## src/design/cic_defs.svh

```systemverilog
// Offsets, field positions and reset values of the capture timer.
// Assumes an APB slave with byte addresses, one word per register.
`ifndef CIC_DEFS_SVH
`define CIC_DEFS_SVH
`define CIC_A_CTRLA   8'h00
`define CIC_A_CTRLB   8'h04
`define CIC_A_CNTL    8'h08
`define CIC_A_CNTH    8'h0C
`define CIC_A_CAPL    8'h10
`define CIC_A_CAPH    8'h14
`define CIC_A_FLAGS   8'h18
`define CIC_A_IRQEN   8'h1C
`define CIC_A_CMPCTL  8'h20
`define CIC_B_OVF     0
`define CIC_B_CAP     1
`define CIC_B_CMPSEL  0
`define CIC_RST_BYTE  8'h00
`define CIC_RST_WORD  16'h0000
`define CIC_MAX       16'hFFFF
`define CIC_TOP_8     16'h00FF
`define CIC_TOP_9     16'h01FF
`define CIC_TOP_10    16'h03FF
`define CIC_FILT_N    4
`endif

```

## src/design/cic_pkg.sv

```systemverilog
// Types shared by the capture timer.
// Assumes the offsets and counts come from cic_defs.svh.
package cic_pkg;
  // Control B layout: filter, edge, waveform high bits, tick select
  typedef struct packed {
    logic       filtEn;
    logic       edgeRise;
    logic       rsvd;
    logic [1:0] modeHi;
    logic [2:0] tickSel;
  } cic_ctrlb_t;
  // Control A: low two waveform bits; the upper six reserved bits are stored and read back too
  typedef struct packed {
    logic [5:0] rsvd;
    logic [1:0] modeLo;
  } cic_ctrla_t;
  // Count direction of the dual-slope modes
  typedef enum logic {
    CIC_UP   = 1'b0,
    CIC_DOWN = 1'b1
  } cic_dir_t;
endpackage

```

## src/design/cic_timer.sv

```systemverilog
// 16-bit up/down timer with input capture behind an APB slave.
// Assumes bus signals synchronous to clock; registers one word each.
//
// Summary of operation
// RQ1: 16-bit counter seen as two bytes
// RQ2: Low count read copies high into holding
// RQ3: Low count write loads high from holding
// RQ4: Software keeps holding sequence free of interrupts
// RQ5: Three-bit tick select; zero stops counter
// RQ6: Counter readable and writable while stopped
// RQ7: Processor write beats clear or count
// RQ8: Waveform field picks clear, up or down
// RQ9: Overflow flag set per mode, can interrupt
// RQ10: Chosen edge copies count into capture
// RQ11: Capture flag set with the copy
// RQ12: Enabled capture flag interrupts, clears when serviced
// RQ13: Writing one clears flag, zero ignored
// RQ14: Capture low read loads holding register
// RQ15: Capture writable only in capture-top modes
// RQ16: Software writes high byte before low
// RQ17: Trigger from pin or comparator select
// RQ18: Source change may capture; software clears flag
// RQ19: Filter output moves after four agreeing samples
// RQ20: Filter enable adds four clock delay
// RQ21: No captures in capture-top modes
// RQ22: New capture overwrites old value
// RQ23: One holding register for all words
// RQ24: Synchronised input, edge polarity selectable
`timescale 1ns/10ps
`default_nettype none
`include "cic_defs.svh"
module cic_timer (
  input  wire logic        clock,
  input  wire logic        arst_n,
  input  wire logic        psel,
  input  wire logic        penable,
  input  wire logic        pwrite,
  input  wire logic [7:0]  paddr,
  input  wire logic [31:0] pwdata,
  output logic      [31:0] prdata,
  output logic             pready,
  output logic             pslverr,
  input  wire logic        capPin,
  input  wire logic        compOut,
  input  wire logic        extTickPin,
  input  wire logic        ovfSvc,
  input  wire logic        capSvc,
  output logic             ovfIrq,
  output logic             capIrq
);
  //--------------------------------------------------------------
  // Bus decode
  //--------------------------------------------------------------
  logic        pready_ff;
  logic        acc;
  logic        wr;
  logic        rd;
  logic [7:0]  wb;
  // One access strobe per transfer; the wait state makes it single
  assign acc = psel & penable & ~pready_ff;
  assign wr  = acc & pwrite;
  assign rd  = acc & ~pwrite;
  assign wb  = pwdata[7:0];

  logic wrCntL;
  logic wrCapL;
  logic wrFlags;
  assign wrCntL  = wr & (paddr == `CIC_A_CNTL);
  assign wrCapL  = wr & (paddr == `CIC_A_CAPL);
  assign wrFlags = wr & (paddr == `CIC_A_FLAGS);

  //--------------------------------------------------------------
  // Control registers
  //--------------------------------------------------------------
  cic_pkg::cic_ctrla_t ctrlA_ff;
  cic_pkg::cic_ctrlb_t ctrlB_ff;
  logic [1:0]          irqEn_ff;
  logic                cmpSel_ff;
  logic [3:0]          mode;
  assign mode = {ctrlB_ff.modeHi, ctrlA_ff.modeLo};

  // Plain storage, no side effects on write
  always_ff @(posedge clock or negedge arst_n) begin
    if (!arst_n) begin
      ctrlA_ff  <= cic_pkg::cic_ctrla_t'(`CIC_RST_BYTE);
      ctrlB_ff  <= cic_pkg::cic_ctrlb_t'(`CIC_RST_BYTE);
      irqEn_ff  <= 2'h0;
      cmpSel_ff <= 1'b0;
    end else if (wr) begin
      case (paddr)
        `CIC_A_CTRLA:  ctrlA_ff  <= cic_pkg::cic_ctrla_t'(wb);
        `CIC_A_CTRLB:  ctrlB_ff  <= cic_pkg::cic_ctrlb_t'(wb);
        `CIC_A_IRQEN:  irqEn_ff  <= wb[1:0];
        `CIC_A_CMPCTL: cmpSel_ff <= wb[`CIC_B_CMPSEL]; // see RQ17
        default: ;
      endcase
    end
  end

  //--------------------------------------------------------------
  // Mode decode
  //--------------------------------------------------------------
  logic        icrTop;
  logic        dual;
  logic        toTop;
  logic        ovfAtTop;
  logic [15:0] top;
  logic [15:0] cap_ff;
  // Capture-top modes reuse the capture word as the period
  assign icrTop   = (mode == 4'h8) | (mode == 4'hA) |
                    (mode == 4'hC) | (mode == 4'hE);
  assign dual     = (mode >= 4'h1 && mode <= 4'h3) |
                    (mode == 4'h8) | (mode == 4'hA);
  assign toTop    = (mode >= 4'h5 && mode <= 4'h7) |
                    (mode == 4'hC) | (mode == 4'hE);
  assign ovfAtTop = toTop & (mode != 4'hC);

  // Period per mode; unsupported modes run free
  always_comb begin
    case (mode)
      4'h1, 4'h5: top = `CIC_TOP_8;
      4'h2, 4'h6: top = `CIC_TOP_9;
      4'h3, 4'h7: top = `CIC_TOP_10;
      4'h8, 4'hA, 4'hC, 4'hE: top = cap_ff;
      default: top = `CIC_MAX;
    endcase
  end

  //--------------------------------------------------------------
  // Input synchronisers
  //--------------------------------------------------------------
  logic [2:0] syncA_ff;
  logic [2:0] syncB_ff;
  // Stage A is read only by stage B
  always_ff @(posedge clock or negedge arst_n) begin
    if (!arst_n) begin
      syncA_ff <= 3'h0;
      syncB_ff <= 3'h0;
    end else begin
      syncA_ff <= {extTickPin, compOut, capPin}; // see RQ24
      syncB_ff <= syncA_ff;
    end
  end

  //--------------------------------------------------------------
  // Tick generation
  //--------------------------------------------------------------
  logic [9:0] presc_ff;
  logic       extPrev_ff;
  logic       tick;
  always_ff @(posedge clock or negedge arst_n) begin
    if (!arst_n) begin
      presc_ff   <= 10'h000;
      extPrev_ff <= 1'b0;
    end else begin
      presc_ff   <= presc_ff + 10'h001;
      extPrev_ff <= syncB_ff[2];
    end
  end

  // Divided ticks fire when the low prescaler bits are all ones
  always_comb begin
    case (ctrlB_ff.tickSel)
      3'h1: tick = 1'b1;
      3'h2: tick = &presc_ff[2:0];
      3'h3: tick = &presc_ff[5:0];
      3'h4: tick = &presc_ff[7:0];
      3'h5: tick = &presc_ff[9:0];
      3'h6: tick = extPrev_ff & ~syncB_ff[2];
      3'h7: tick = ~extPrev_ff & syncB_ff[2];
      default: tick = 1'b0; // see RQ5
    endcase
  end

  //--------------------------------------------------------------
  // Counter unit
  //--------------------------------------------------------------
  logic [15:0]       cnt_ff;
  logic [7:0]        temp_ff;
  cic_pkg::cic_dir_t dir_ff;
  logic              ovfEv;
  // Write first, then the mode's clear, up or down step
  always_ff @(posedge clock or negedge arst_n) begin
    if (!arst_n) begin
      cnt_ff <= `CIC_RST_WORD;
      dir_ff <= cic_pkg::CIC_UP;
    end else if (wrCntL) begin
      cnt_ff <= {temp_ff, wb}; // see RQ3 RQ6 RQ7
    end else if (tick) begin
      if (dual) begin
        if (dir_ff == cic_pkg::CIC_UP) begin
          if (cnt_ff >= top) begin
            dir_ff <= cic_pkg::CIC_DOWN;
            cnt_ff <= cnt_ff - 16'h0001; // see RQ8
          end else begin
            cnt_ff <= cnt_ff + 16'h0001;
          end
        end else if (cnt_ff == `CIC_RST_WORD) begin
          dir_ff <= cic_pkg::CIC_UP;
          cnt_ff <= 16'h0001;
        end else begin
          cnt_ff <= cnt_ff - 16'h0001;
        end
      end else if (toTop && cnt_ff >= top) begin
        cnt_ff <= `CIC_RST_WORD; // see RQ8
      end else begin
        cnt_ff <= cnt_ff + 16'h0001;
      end
    end
  end

  // Overflow point: bottom, top or max depending on mode; none in mode 12
  always_comb begin
    ovfEv = 1'b0;
    if (tick && !wrCntL) begin
      if (dual)
        ovfEv = (dir_ff == cic_pkg::CIC_DOWN) &&
                (cnt_ff == `CIC_RST_WORD); // see RQ9
      else if (toTop)
        ovfEv = ovfAtTop && (cnt_ff >= top);
      else
        ovfEv = (cnt_ff == `CIC_MAX);
    end
  end

  //--------------------------------------------------------------
  // Capture path: source, filter, edge
  //--------------------------------------------------------------
  logic       src;
  logic [2:0] filt_ff;
  logic [3:0] filtWin;
  logic       filtOut_ff;
  logic       edgeIn;
  logic       edgePrev_ff;
  logic       capEv;
  // Switching source may look like an edge
  assign src = cmpSel_ff ? syncB_ff[1] : syncB_ff[0]; // see RQ17 RQ18

  // Three stored samples plus the live one; a fourth flop would add a
  // fifth cycle of delay
  assign filtWin = {filt_ff, src};

  // Filter output flips only when four samples agree
  always_ff @(posedge clock or negedge arst_n) begin
    if (!arst_n) begin
      filt_ff    <= 3'h0;
      filtOut_ff <= 1'b0;
    end else begin
      filt_ff <= filtWin[2:0];
      if (&filtWin)
        filtOut_ff <= 1'b1; // see RQ19 RQ20
      else if (~|filtWin)
        filtOut_ff <= 1'b0;
    end
  end

  assign edgeIn = ctrlB_ff.filtEn ? filtOut_ff : src;
  always_ff @(posedge clock or negedge arst_n) begin
    if (!arst_n)
      edgePrev_ff <= 1'b0;
    else
      edgePrev_ff <= edgeIn;
  end

  // Edge detector blocked while capture word sets the period
  assign capEv = ~icrTop & (ctrlB_ff.edgeRise ?
                 (edgeIn & ~edgePrev_ff) :
                 (~edgeIn & edgePrev_ff)); // see RQ10 RQ21 RQ24

  // Every event overwrites; writes only in capture-top modes
  always_ff @(posedge clock or negedge arst_n) begin
    if (!arst_n)
      cap_ff <= `CIC_RST_WORD;
    else if (capEv)
      cap_ff <= cnt_ff; // see RQ10 RQ22
    else if (wrCapL && icrTop)
      cap_ff <= {temp_ff, wb}; // see RQ15
  end

  //--------------------------------------------------------------
  // Shared high-byte holding register
  //--------------------------------------------------------------
  always_ff @(posedge clock or negedge arst_n) begin
    if (!arst_n)
      temp_ff <= `CIC_RST_BYTE;
    else if (wr && (paddr == `CIC_A_CNTH || paddr == `CIC_A_CAPH))
      temp_ff <= wb; // see RQ3 RQ23
    else if (rd && paddr == `CIC_A_CNTL)
      temp_ff <= cnt_ff[15:8]; // see RQ2
    else if (rd && paddr == `CIC_A_CAPL)
      temp_ff <= cap_ff[15:8]; // see RQ14
  end

  //--------------------------------------------------------------
  // Flags and interrupt requests
  //--------------------------------------------------------------
  logic ovfFlag_ff;
  logic capFlag_ff;
  logic ovfIrq_ff;
  logic capIrq_ff;
  // Set beats clear from software or service
  always_ff @(posedge clock or negedge arst_n) begin
    if (!arst_n) begin
      ovfFlag_ff <= 1'b0;
      capFlag_ff <= 1'b0;
    end else begin
      if (ovfEv)
        ovfFlag_ff <= 1'b1;
      else if (ovfSvc || (wrFlags && wb[`CIC_B_OVF]))
        ovfFlag_ff <= 1'b0;
      if (capEv)
        capFlag_ff <= 1'b1; // see RQ11
      else if (capSvc || (wrFlags && wb[`CIC_B_CAP]))
        capFlag_ff <= 1'b0; // see RQ12 RQ13
    end
  end

  // Requests mirror enabled flags, one cycle later
  always_ff @(posedge clock or negedge arst_n) begin
    if (!arst_n) begin
      ovfIrq_ff <= 1'b0;
      capIrq_ff <= 1'b0;
    end else begin
      ovfIrq_ff <= ovfFlag_ff & irqEn_ff[`CIC_B_OVF]; // see RQ9
      capIrq_ff <= capFlag_ff & irqEn_ff[`CIC_B_CAP]; // see RQ12
    end
  end
  assign ovfIrq = ovfIrq_ff;
  assign capIrq = capIrq_ff;

  //--------------------------------------------------------------
  // Read data and response
  //--------------------------------------------------------------
  logic [31:0] prdata_ff;
  logic        pslverr_ff;
  logic [7:0]  rdByte;
  logic        mapped;
  // High locations return the holding register
  always_comb begin
    mapped = 1'b1;
    case (paddr)
      `CIC_A_CTRLA:  rdByte = ctrlA_ff;
      `CIC_A_CTRLB:  rdByte = ctrlB_ff;
      `CIC_A_CNTL:   rdByte = cnt_ff[7:0]; // see RQ1
      `CIC_A_CNTH:   rdByte = temp_ff;     // see RQ2
      `CIC_A_CAPL:   rdByte = cap_ff[7:0];
      `CIC_A_CAPH:   rdByte = temp_ff;     // see RQ14
      `CIC_A_FLAGS:  rdByte = {6'h00, capFlag_ff, ovfFlag_ff};
      `CIC_A_IRQEN:  rdByte = {6'h00, irqEn_ff};
      `CIC_A_CMPCTL: rdByte = {7'h00, cmpSel_ff};
      default: begin
        rdByte = 8'h00;
        mapped = 1'b0;
      end
    endcase
  end

  // One wait state: answer in the cycle after access begins
  always_ff @(posedge clock or negedge arst_n) begin
    if (!arst_n) begin
      pready_ff  <= 1'b0;
      prdata_ff  <= 32'h0000_0000;
      pslverr_ff <= 1'b0;
    end else begin
      pready_ff  <= acc;
      pslverr_ff <= acc & ~mapped;
      if (rd)
        prdata_ff <= {24'h000000, rdByte};
    end
  end
  assign pready  = pready_ff;
  assign prdata  = prdata_ff;
  assign pslverr = pslverr_ff;
endmodule
`default_nettype wire

```

## config.mk

```make
export PLATFORM = sky130hd
export DESIGN_NAME = cic_timer
export DESIGN_NICKNAME = d
export VERILOG_FILES = /design/src/design/cic_pkg.sv /design/src/design/cic_timer.sv
export VERILOG_INCLUDE_DIRS = /design/src /design/src/design
export SDC_FILE = /design/constraint.sdc
export NUM_CORES = 1
export LEC_CHECK = 0
export BUFFER_PORTS_ARGS = -buffer_cell sky130_fd_sc_hd__buf_2
export CORE_MARGIN = 1.5
export CORE_UTILIZATION = 58
export DETAILED_ROUTE_END_ITERATION = 16
export GPL_ROUTABILITY_DRIVEN = 0
export PLACE_DENSITY = 0.9
export SYNTH_ARGS = -nofsm -noshare
export SYNTH_HDL_FRONTEND = slang
export SYNTH_SLANG_ARGS = --single-unit
```

## constraint.sdc

```tcl
create_clock -name clock -period 4.8 [get_ports clock]
set_clock_uncertainty 0.2 [all_clocks]
set_input_delay 0.48 -clock clock [delete_from_list [all_inputs] [get_ports clock]]
set_output_delay 0.48 -clock clock [all_outputs]
set_load 0.1 [all_outputs]
```

==> results of run 1 <==
==> final timing paths <==
path,cells after the start,to,start,slack (ns)
min in group asynchronous,2,irqEn_ff[1]$_DFFE_PN0P_,arst_n,0.52
worst max register to register,10,cnt_ff[7]$_DFFE_PN0P_,ctrlA_ff[0]$_DFFE_PN0P_,0.60
worst min register to register,0,syncB_ff[2]$_DFF_PN0_,syncA_ff[2]$_DFF_PN0_,0.15
worst max-delay path,10,cnt_ff[7]$_DFFE_PN0P_,ctrlA_ff[0]$_DFFE_PN0P_,0.60
max in group asynchronous,3,cnt_ff[8]$_DFFE_PN0P_,arst_n,2.90
worst min-delay path,0,syncB_ff[2]$_DFF_PN0_,syncA_ff[2]$_DFF_PN0_,0.15
==> placed cells by master (no fill, tap or decap), types with 19 or more instances in the layout <==
cell type,instances
dfrtp_1,96
nand2_1,82
a22oi_1,39
nor2_1,38
buf_2,36
conb_1,24
o21ai_1,20
nand3_1,20
ha_1,20
mux2_1,19
==> per-stage QoR <==
step	power (mW)	worst slack, ns	hold WS [ns]	std cells	util (%)
after detailed placement	1.265	0.7560	0.1347	767	61.41
final	1.827	0.6046	0.1529	787	63.90
after global placement	1.245	0.9025	0.1333	767	61.41
after CTS	1.818	0.7139	0.002082	786	63.80
after global routing	1.898	0.4996	0.1658	787	63.90
after floorplan	1.189	1.117	-0.01559	653	-
==> cells by family (layout without fill, tap and decap cells) <==
logic type / Yosys count / count (layout) / synth area share [%]
AOI/OAI and AO/OA: 151 / 151 / 18.68
adders and majority gates: 20 / 20 / 4.284
buffers and inverters: 78 / 79 / 6.768
and+or+nand+nor: 235 / 235 / 20.63
DFF: 96 / 96 / 41.12
other: 1 / 24 / 0.06419
muxes: 31 / 31 / 5.762
xor gates and xnor gates: 18 / 18 / 2.699
==> report_power, final <==
group / switching [mW] / leakage (nW) / internal, mW / total [mW]
sequential: 0.0952 / 1.25 / 0.852 / 0.947
clock: 0.302 / 0.0966 / 0.259 / 0.561
combinational: 0.222 / 1.61 / 0.0964 / 0.318
==> registers in the layout, indices dropped and copies added, names as in the netlist, 2 cells and up <==
signal,flops
cap_ff,16
cnt_ff,16
presc_ff,10
ctrlA_ff,8
ctrlB_ff,8
prdata,8
temp_ff,8
filt_ff,3
syncA_ff,3
syncB_ff,3
irqEn_ff,2
==> routing by layer <==
metal  wire [um]  share of wire, %  GRT usage, %
met4         923               6.0         20.17
met2        7223                47         47.11
met1        5599                36         37.87
met5           0                 0             0
met3        1721                11         6.720
==> worst max-delay path: stages, from the launching register on <==
cell,delay (ns)
dfrtp_1,0.57
nand2b_1,0.62
o21ai_0,0.18
ha_1,0.35
nand4_1,0.17
nor3_1,0.37
o311ai_1,0.32
a41o_1,0.32
and2_1,0.27
a221o_1,0.40
a221o_1,0.30
==> area by class of cell <==
class                      count  area share [%]
timing repair buffer          46           4.247
clock buffer                  11           2.264
clock inverter                 5           1.002
inverter                      17           1.022
sequential                    96           38.46
tap                          133           2.664
multi-input combinational    479           50.34
==> timing repair <==
action,in CTS,in global routing
hold buffers,3,1
setup endpoints to repair,0,0
setup buffers,0,0
hold endpoints to repair,37,1
==> summary.txt, run 1 <==
Outcome
  • Status: finished clean

Die
  • Chip Height: about 100 um
  • # IOs: 86
  • Die ar.: 0.01068 sq mm
  • Rows: 36
  • Total core area: a little under 0.01 sq mm
  • Die width: 103.4 um
  • Initial Util: 59.77%

Synthesis
  • Yosys reg bits: 96
  • EDFF count, synth: 0
  • Post-synth cell types: 70
  • Synth Flop Type: dfrtp_1
  • Post-Syn Area: between 0.005 and 0.006 sq mm
  • Sequential share of the synthesized area: 41.12%
  • Cell with the most instances after synthesis: dfrtp_1
  • Asr flop ratio synth: 100.0%
  • Cell accounting for the most synthesized area: dfrtp_1
  • Synthesized instance count: 630
  • Post-synth top cells: dfrtp_1 (96), nand2_1 (82), a22oi_1 (39)
  • Synth top area cells: dfrtp_1 (41%), nand2_1 (5.3%), a22oi_1 (5.0%)
  • Top-area cell type share of the netlist area: 41.12%
  • Yosys warning count: 0
  • Syn avg cell area: 9.273 sq um

Job
  • Max-cap viol count: 0

Timing
  • RSZ-0062 raised after global routing: false
  • Setup_tns: 0 ns
  • Hold Vio Cnt, Final: 0
  • Min cycle time layout: 4.195 ns
  • Final setup fails: 0
  • Slew Viols, Final: 0
  • Final Cycle Share: between 80% and 90%
  • Worst slew pin tran: 1.265 ns
  • Slew headroom: approximately 15%
  • Fmax: 0.2384 GHz

Route
  • DRT Wirelength: 15,470 um
  • Via density: 6.745
  • WL per Instance: roughly 20 um
  • ANT nets after route: 0
  • Remaining DRCs: 0
  • DR iter-0 viols: ~600
  • Routed vias: 5,308
  • First-pass iteration count of the detailed router: 6

Critical path
  • CP Launch Type: flip-flop
  • Critical Path RT: 4.86 ns
  • Worst EP arrival: 4.26 ns
  • Crit. End Element: flip-flop
  • CP Max Fanout: 17
  • CP Class: reg2reg

Clock tree
  • Clk root buf: clkbuf_8
  • Clock buffer depth: 2
  • H-Tree Depth: 3
  • Post_cts resized: 0
  • CTS Buf Count: 9
  • Clk sinks: 96
  • CTS tree: yes
  • Worst skew pair latency: 0.38 ns
  • Clk pin slew, worst setup/hold paths: around 0.10 ns

Global routing
  • Vias in the first global route: 4,916
  • Gr usage total: 30.26%
  • Largest net degree at the start of global routing: 62
  • First-pass GRT wire length: approximately 25,000 um
  • Initial antenna violation count: 0
  • Gr ovfl total: 0

Layout
  • Storage element area: 0.002402 sq mm
  • Diodes inserted: 0
  • Fillers: ~760
  • P&R area growth vs syn: 6.918%
  • Area of the multi-input gates: 0.003144 sq mm
  • Layout cells sized above 1: ~11%
  • Fin nets: about 700
  • Post-route cell area: 0.006246 sq mm

Hold path
  • Hold Path Class: reg2reg

Placement
  • Placed cell areas: 0.006002 sq mm
  • IO buf count: 37
  • Post-detail-place hpwl: 10,950 um

Power and ir drop
  • Static Leak: 2.966 nW
  • PwrDens: 292.5 mW/mm^2
  • VDD IR max: approximately 0.00016 V
No activity file was read; power rests on OpenSTA's default activity.
==> run 2: changes to the inputs <==
- CORE_UTILIZATION: 58 -> 28
- PLACE_DENSITY: 0.9 -> 0.54
==> run 2 against run 1 <==
Compared with the run above: via count fell by 7.3%; total power rose by 9.5%; first-iteration DRC count shrank 36%; clock power rose by 32%; die area up 100%; combinational power is 3% higher; critical path depth increased by 1; clock-buffer cell count down 1; sequential power down 1%; design area up 4.6%; global-route usage down 15 points; critical endpoint is now cnt_ff[6]$_DFFE_PN0P_; largest cell class unchanged; highest routed layer unchanged.
==> summary.txt, run 2 (synthesized netlist as in run 1, its figures left out) <==
Outcome
  • Status: finished clean

Timing
  • Min cycle time layout: 3.930 ns (-0.2658 ns)
  • Slew Viols, Final: 0 (unchanged)
  • Slew headroom: 25.75% (+10 points)
  • Final setup fails: 0 (unchanged)
  • Fmax: 0.2545 GHz (+6.8%)
  • Final WS setup: 0.8705 ns (+0.2658 ns)
  • RSZ-0062 raised after global routing: false
  • Final Cycle Share: 81.87% (-5.5 points)
  • Worst slew pin tran: 1.110 ns (-0.1549 ns)
  • Setup_tns: 0 ns (unchanged)
  • Hold Vio Cnt, Final: 0 (unchanged)
  • Hold Slack: 0.03130 ns (-0.1216 ns)

Die
  • Rows: 52 (+44%)
  • # IOs: 86 (unchanged)
  • Die width: 147.4 um (+43%)
  • Initial Util: 28.69% (-31 points)
  • Die ar.: 0.02174 sq mm (+100%)
  • Chip Height: 147.4 um (+43%)
  • Total core area: 0.02036 sq mm (+110%)

Route
  • DRT met1 WL: 7900 um (+41%)
  • Routed vias: 4,923 (-7.3%)
  • WL per Instance: 17.80 um (-9.4%)
  • First-pass iteration count of the detailed router: 7 (+1)
  • Via density: 5.305 (-21%)
  • DR iter-0 viols: 395 (-36%)
  • Remaining DRCs: 0 (unchanged)
  • Routed met3 length: 806 um (-53%)
  • Max Used Layer: met4
  • ANT nets after route: 0 (unchanged)
  • DRT Wirelength: 16,520 um (+6.8%)
  • Wire length on met2: 7450 um (+3.1%)

Hold path
  • Hold Path Class: in2reg

Layout
  • Storage element area: 0.002402 sq mm (unchanged)
  • Commonest non-fill, non-tap cell in the layout: dfrtp_1
  • Layout cells sized above 1: 11.85% (+1.2 points)
  • Fillers: 2,144 (+180%)
  • Area of the multi-input gates: 0.003144 sq mm (unchanged)
  • Top Registers: cap_ff: 16 flops, cnt_ff: 16 flops, presc_ff: 10 flops
  • P&R area growth vs syn: 11.80%
  • Diodes inserted: 0 (unchanged)
  • Most frequent cells in the layout: dfrtp_1 (96), nand2_1 (82), a22oi_1 (39)
  • Fin nets: 723 (+0.56%)

Global routing
  • Gr usage total: 15.75% (-15 points)
  • Largest net degree at the start of global routing: 68 (+9.7%)
  • Vias in the first global route: 4,727 (-3.8%)
  • Initial antenna violation count: 0 (unchanged)
  • First-pass GRT wire length: 26,710 um (+8.8%)
  • Gr ovfl total: 0 (unchanged)

Power and ir drop
  • Static Leak: 3.034 nW (+2.3%)
  • Power, Total: 2.000 mW (+9.5%)
  • VDD IR max: 0.0001591 V (-3.5%)
  • PwrDens: 306.2 mW/mm^2 (+4.7%)

Job
  • Max-cap viol count: 0 (unchanged)

Critical path
  • CP Class: reg2reg
  • CP Max Fanout: 10 (-7)
  • Worst EP arrival: 4.01 ns (-0.25 ns)
  • Crit. End Element: flip-flop
  • Critical Path RT: 4.88 ns (+0.02 ns)
  • CP Launch Type: flip-flop

Clock tree
  • Clk pin slew, worst setup/hold paths: 0.08 ns (-0.02 ns)
  • CTS Buf Count: 9 (unchanged)
  • Clock buffer depth: 2 (unchanged)
  • H-Tree Depth: 3 (unchanged)
  • Worst skew pair latency: 0.36 ns (-0.02 ns)
  • CTS tree: yes
  • Clk sinks: 96 (unchanged)
  • Hold buffers post-CTS: 0 (-3)
  • Post_cts resized: 0 (unchanged)
  • Post-CTS Setup Inserts: 0 (unchanged)
  • Clk root buf: clkbuf_16

Placement
  • Pre-CTS setup slack: 0.9284 ns (+0.1724 ns)
  • Post-detail-place hpwl: 11,790 um (+7.6%)
  • IO buf count: 37 (unchanged)
run 2: cell count changes in the layout (fill, tap and decap cells not counted):
cell / delta
inv_6: -1
clkbuf_8: -10
clkinv_2: +1
clkbuf_16: +9
clkinvlp_4: -1
buf_4: +8
dlygate4sd3_1: -4
clkinv_4: +2
run 2: layer usage:
| metal | GRT usage (%) | vias to the layer above |
|---|---|---|
| met5 | 0 | - |
| met4 | 5.300 | 0 |
| met3 | 2.932 | 27 |
| met2 | 24.44 | 162 |
| met1 | 22.03 | 2413 |
| li1 | - | 2321 |
run 2: final timing paths:
| check | startpoint | endpoint | slack [ns] | cells after the start |
|---|---|---|---|---|
| setup reg to reg | ctrlB_ff[4]$_DFFE_PN0P_ | cnt_ff[6]$_DFFE_PN0P_ | 0.87 | 11 |
| hold / removal | compOut | syncA_ff[1]$_DFF_PN0_ | 0.03 | 1 |
| min in group asynchronous | arst_n | presc_ff[0]$_DFF_PN0_ | 0.04 | 1 |
| max in group asynchronous | arst_n | prdata[2]$_DFFE_PN0P_ | 3.43 | 2 |
| setup / recovery | ctrlB_ff[4]$_DFFE_PN0P_ | cnt_ff[6]$_DFFE_PN0P_ | 0.87 | 11 |
| hold reg to reg | syncA_ff[1]$_DFF_PN0_ | syncB_ff[1]$_DFF_PN0_ | 0.15 | 0 |
run 2: layout make-up:
cell class	instances	area share, %
clock buffers	10	3.506
clock inverters	6	1.054
inverters	17	0.9770
multi-input cells	479	48.14
flip-flops and latches	96	36.78
well taps	270	5.172
repair buffers	50	4.368
run 2: per-stage QoR:
stage                     cells  instance area, sq um  utilization [%]
final                       928                  6531            32.07
after global placement      912                  6233            30.61
after global routing        928                  6531            32.07
after floorplan             653                  5928                -
after detailed placement    912                  6233            30.61
after CTS                   928                  6531            32.07
run 2: power breakdown:
group          total [mW]  switching (mW)  internal [mW]
Combinational       0.326           0.228         0.0979
Clock               0.738           0.331          0.407
Sequential          0.936          0.0835          0.853
run 2: critical path, cell delays in order, from the launching register on:
cell and delay, ns:
dfrtp_1 0.50, nand2b_1 0.28, buf_4 0.27, or2_2 0.29, ha_1 0.27, a31oi_1 0.14, nor2b_1 0.06, o311ai_1 0.65
a41oi_1 0.35, nor2_1 0.50, a221oi_1 0.17, o21ai_1 0.17
==> run 3: changes to the inputs <==
- PLACE_DENSITY: 0.54 -> 0.56
- clock period: 4.8 -> 3.42 ns (I/O delays scaled with it)
==> run 3 against run 2 <==
Compared with the run above: flip-flop and latch count unchanged; sequential share of layout area decreased by 1.7 points; fmax increased by 20%; combinational power increased by 72%; clock power increased by 41%; clock-buffer cell count increased by 1; sequential power increased by 36%; cell count increased by 3.9%; utilization increased by 1.6 points; non-clock buffer count increased by 36; first-iteration DRC count increased by 11%; largest cell class unchanged.
==> summary.txt, run 3 (synthesized netlist as in run 1, its figures left out) <==
Clock tree
  • Clock buffer depth: 2 (unchanged)
  • CTS Buf Count: 9 (unchanged)
  • Worst skew pair latency: 0.36 ns (about the same)
  • Post-CTS Setup Inserts: 0 (unchanged)
  • CTS tree: yes
  • Clk sinks: 96 (unchanged)
  • Clk root buf: clkbuf_16
  • H-Tree Depth: 3 (unchanged)
  • Clk pin slew, worst setup/hold paths: 0.07 ns (about the same)

Outcome
  • Status: finished clean

Die
  • Die ar.: 0.02174 sq mm (unchanged)
  • # IOs: 86 (unchanged)
  • Initial Util: 28.69% (unchanged)
  • Rows: 52 (unchanged)
  • Total core area: 0.02036 sq mm (unchanged)
  • Die width: 147.4 um (unchanged)
  • Chip Height: 147.4 um (unchanged)

Route
  • Remaining DRCs: 0 (unchanged)
  • ANT nets after route: 0 (unchanged)
  • Via density: 5.245 (-1.1%)
  • DRT Wirelength: 17,390 um (+5.3%)
  • WL per Instance: 18.04 um (+1.3%)
  • First-pass iteration count of the detailed router: 5 (-2)
  • DR iter-0 viols: 439 (+11%)
  • Routed vias: 5,056 (+2.7%)

Layout
  • P&R area growth vs syn: 17.26%
  • Storage element area: 0.002404 sq mm (about the same)
  • Area of the multi-input gates: 0.003182 sq mm (+1.2%)
  • Fillers: 2,102 (-2.0%)
  • Top Registers: cap_ff: 16 flops, cnt_ff: 16 flops, presc_ff: 10 flops
  • Final Core Density: 33.64% (+1.6 points)
  • Commonest non-fill, non-tap cell in the layout: dfrtp_1
  • Layout cells sized above 1: 16.43% (+4.6 points)
  • Most frequent cells in the layout: dfrtp_1 (95), nand2_1 (82), buf_4 (46)
  • Diodes inserted: 0 (unchanged)
  • Fin nets: 759 (+5.0%)
  • Post-Layout Cell Count: 964 (+3.9%)

Placement
  • Placed cell count: 944 (+3.5%)
  • Post-detail-place hpwl: 12,810 um (+8.6%)
  • Pre-CTS setup slack: -0.02385 ns (-0.9522 ns)
  • IO buf count: 37 (unchanged)

Timing
  • Slew Viols, Final: 0 (unchanged)
  • Hold Vio Cnt, Final: 0 (unchanged)
  • Final Cycle Share: 95.43% (+14 points)
  • Slew headroom: 39.99% (+14 points)
  • Final setup fails: 0 (unchanged)
  • Min cycle time layout: 3.264 ns (-0.6658 ns)
  • Worst slew pin tran: 0.9002 ns (-0.2095 ns)
  • Final WS setup: 0.1562 ns (-0.7142 ns)
  • RSZ-0062 raised after global routing: false
  • Setup_tns: 0 ns (unchanged)
  • Fmax: 0.3064 GHz (+20%)

Power and ir drop
  • Logic pwr share: 19.5% (+3.2 points)
  • PwrDens: 420.0 mW/mm^2 (+37%)
  • Register share of total power: 44.3% (-2.5 points)
  • Clock Power Share: 36.2% (-0.7 points)
  • Static Leak: 3.221 nW (+6.2%)
  • Sw frac: 32.20% (+0.094 points)
  • VDD IR max: 0.0002251 V (+42%)
  • Switch Pwr: 926.2 uW (+44%)
  • Internal power: 1.951 mW (+44%)

Critical path
  • CP Max Fanout: 11 (+1)
  • CP delay by family, top: compound AO/OA/AOI/OAI gates
  • Cell mode on critical path: a221o_1
  • Reg-to-reg startpoint: ctrlB_ff[4]$_DFFE_PN0P_
  • CP Class: reg2reg
  • CP Launch Type: flip-flop
  • Crit. End Element: flip-flop
  • Critical path's slowest cell: dfrtp_2
  • Critical Path RT: 3.47 ns (-1.41 ns)
  • Critical-path cell list: nand2b_2 > o21ai_0 > ha_1 > nand4_1 > nor3_4 > o311ai_4 > a41o_1 > and2_1 > a221o_1 > a221o_1
  • Worst EP arrival: 3.31 ns (-0.70 ns)
  • WP buf/inv: 0 (-1)
  • Crit path largest cell delay: 0.45 ns (-0.20 ns)
  • Worst setup path start: ctrlB_ff[4]$_DFFE_PN0P_

Job
  • Max-cap viol count: 0 (unchanged)

Hold path
  • Hold Path Class: in2reg
  • Hold_sp: capSvc

Global routing
  • Initial antenna violation count: 0 (unchanged)
  • Largest net degree at the start of global routing: 67 (-1.5%)
  • Gr ovfl total: 0 (unchanged)
  • Gr usage total: 16.57% (+0.82 points)
  • First-pass GRT wire length: 27,660 um (+3.6%)
  • Vias in the first global route: 4,794 (+1.4%)
## run 3: layout make-up
cell class | count | area share, %
Clock buffer | 11 | 3.397
Clock inverter | 5 | 0.9498
Inverter | 17 | 0.9315
Multi-Input combinational cell | 479 | 46.45
Sequential cell | 96 | 35.09
Tap cell | 270 | 4.932
Timing Repair Buffer | 86 | 8.256
## run 3: through the flow
stage | power (mW) | hold slack (ns) | instance area [sq um]
detailed placement | 1.845 | 0.1356 | 6486
global route | 3.018 | 0.09568 | 6850
floorplan | 1.670 | -0.1536 | 5943
finish | 2.877 | 0.08081 | 6850
CTS | 2.906 | 0.07838 | 6827
global placement | 1.843 | 0.1320 | 6486
## run 3: routing by layer
| layer | vias up | global-route usage (%) | routed length (um) |
|---|---|---|---|
| li1 | 2393 | - | - |
| met1 | 2476 | 23.47 | 8324 |
| met2 | 161 | 25.07 | 7771 |
| met3 | 26 | 4.012 | 987 |
| met4 | 0 | 4.750 | 306 |
| met5 | - | 0 | 0 |
## run 3: power by group through the flow
stage                     Sequential (mW)  Clock [mW]  Combinational, mW
after global placement               1.30           0              0.546
after CTS                            1.27        1.08              0.555
after floorplan                      1.27           0              0.401
final                                1.27        1.04              0.561
after global routing                 1.28        1.12              0.614
after detailed placement             1.30           0              0.549
## run 3: what timing repair did
action | CTS | global route
pin swaps | 0 | 0
gates resized for setup | 1 | 4
setup endpoints to repair | 1 | 6
hold endpoints to repair | 67 | 0
hold buffers | 4 | 0
gates cloned | 0 | 0
## run 3: path summary, 6_finish.rpt
check / slack, ns / to / cells after the start
min: 0.08 / capFlag_ff$_DFFE_PN0P_ / 3
min in group asynchronous: 0.45 / presc_ff[5]$_DFF_PN0_ / 2
max reg2reg: 0.16 / cnt_ff[7]$_DFFE_PN0P_ / 10
max in group asynchronous: 1.74 / temp_ff[5]$_DFFE_PN0P_ / 3
min reg2reg: 0.15 / syncB_ff[2]$_DFF_PN0_ / 0
max: 0.16 / cnt_ff[7]$_DFFE_PN0P_ / 10
## run 3: worst register-to-register path, delay by kind of cell, from the launching register on
kind | cells | cell delay (ns)
compound gates | 5 | 1.22
fa+ha+maj | 1 | 0.32
flops | 1 | 0.45
simple gates | 4 | 0.97
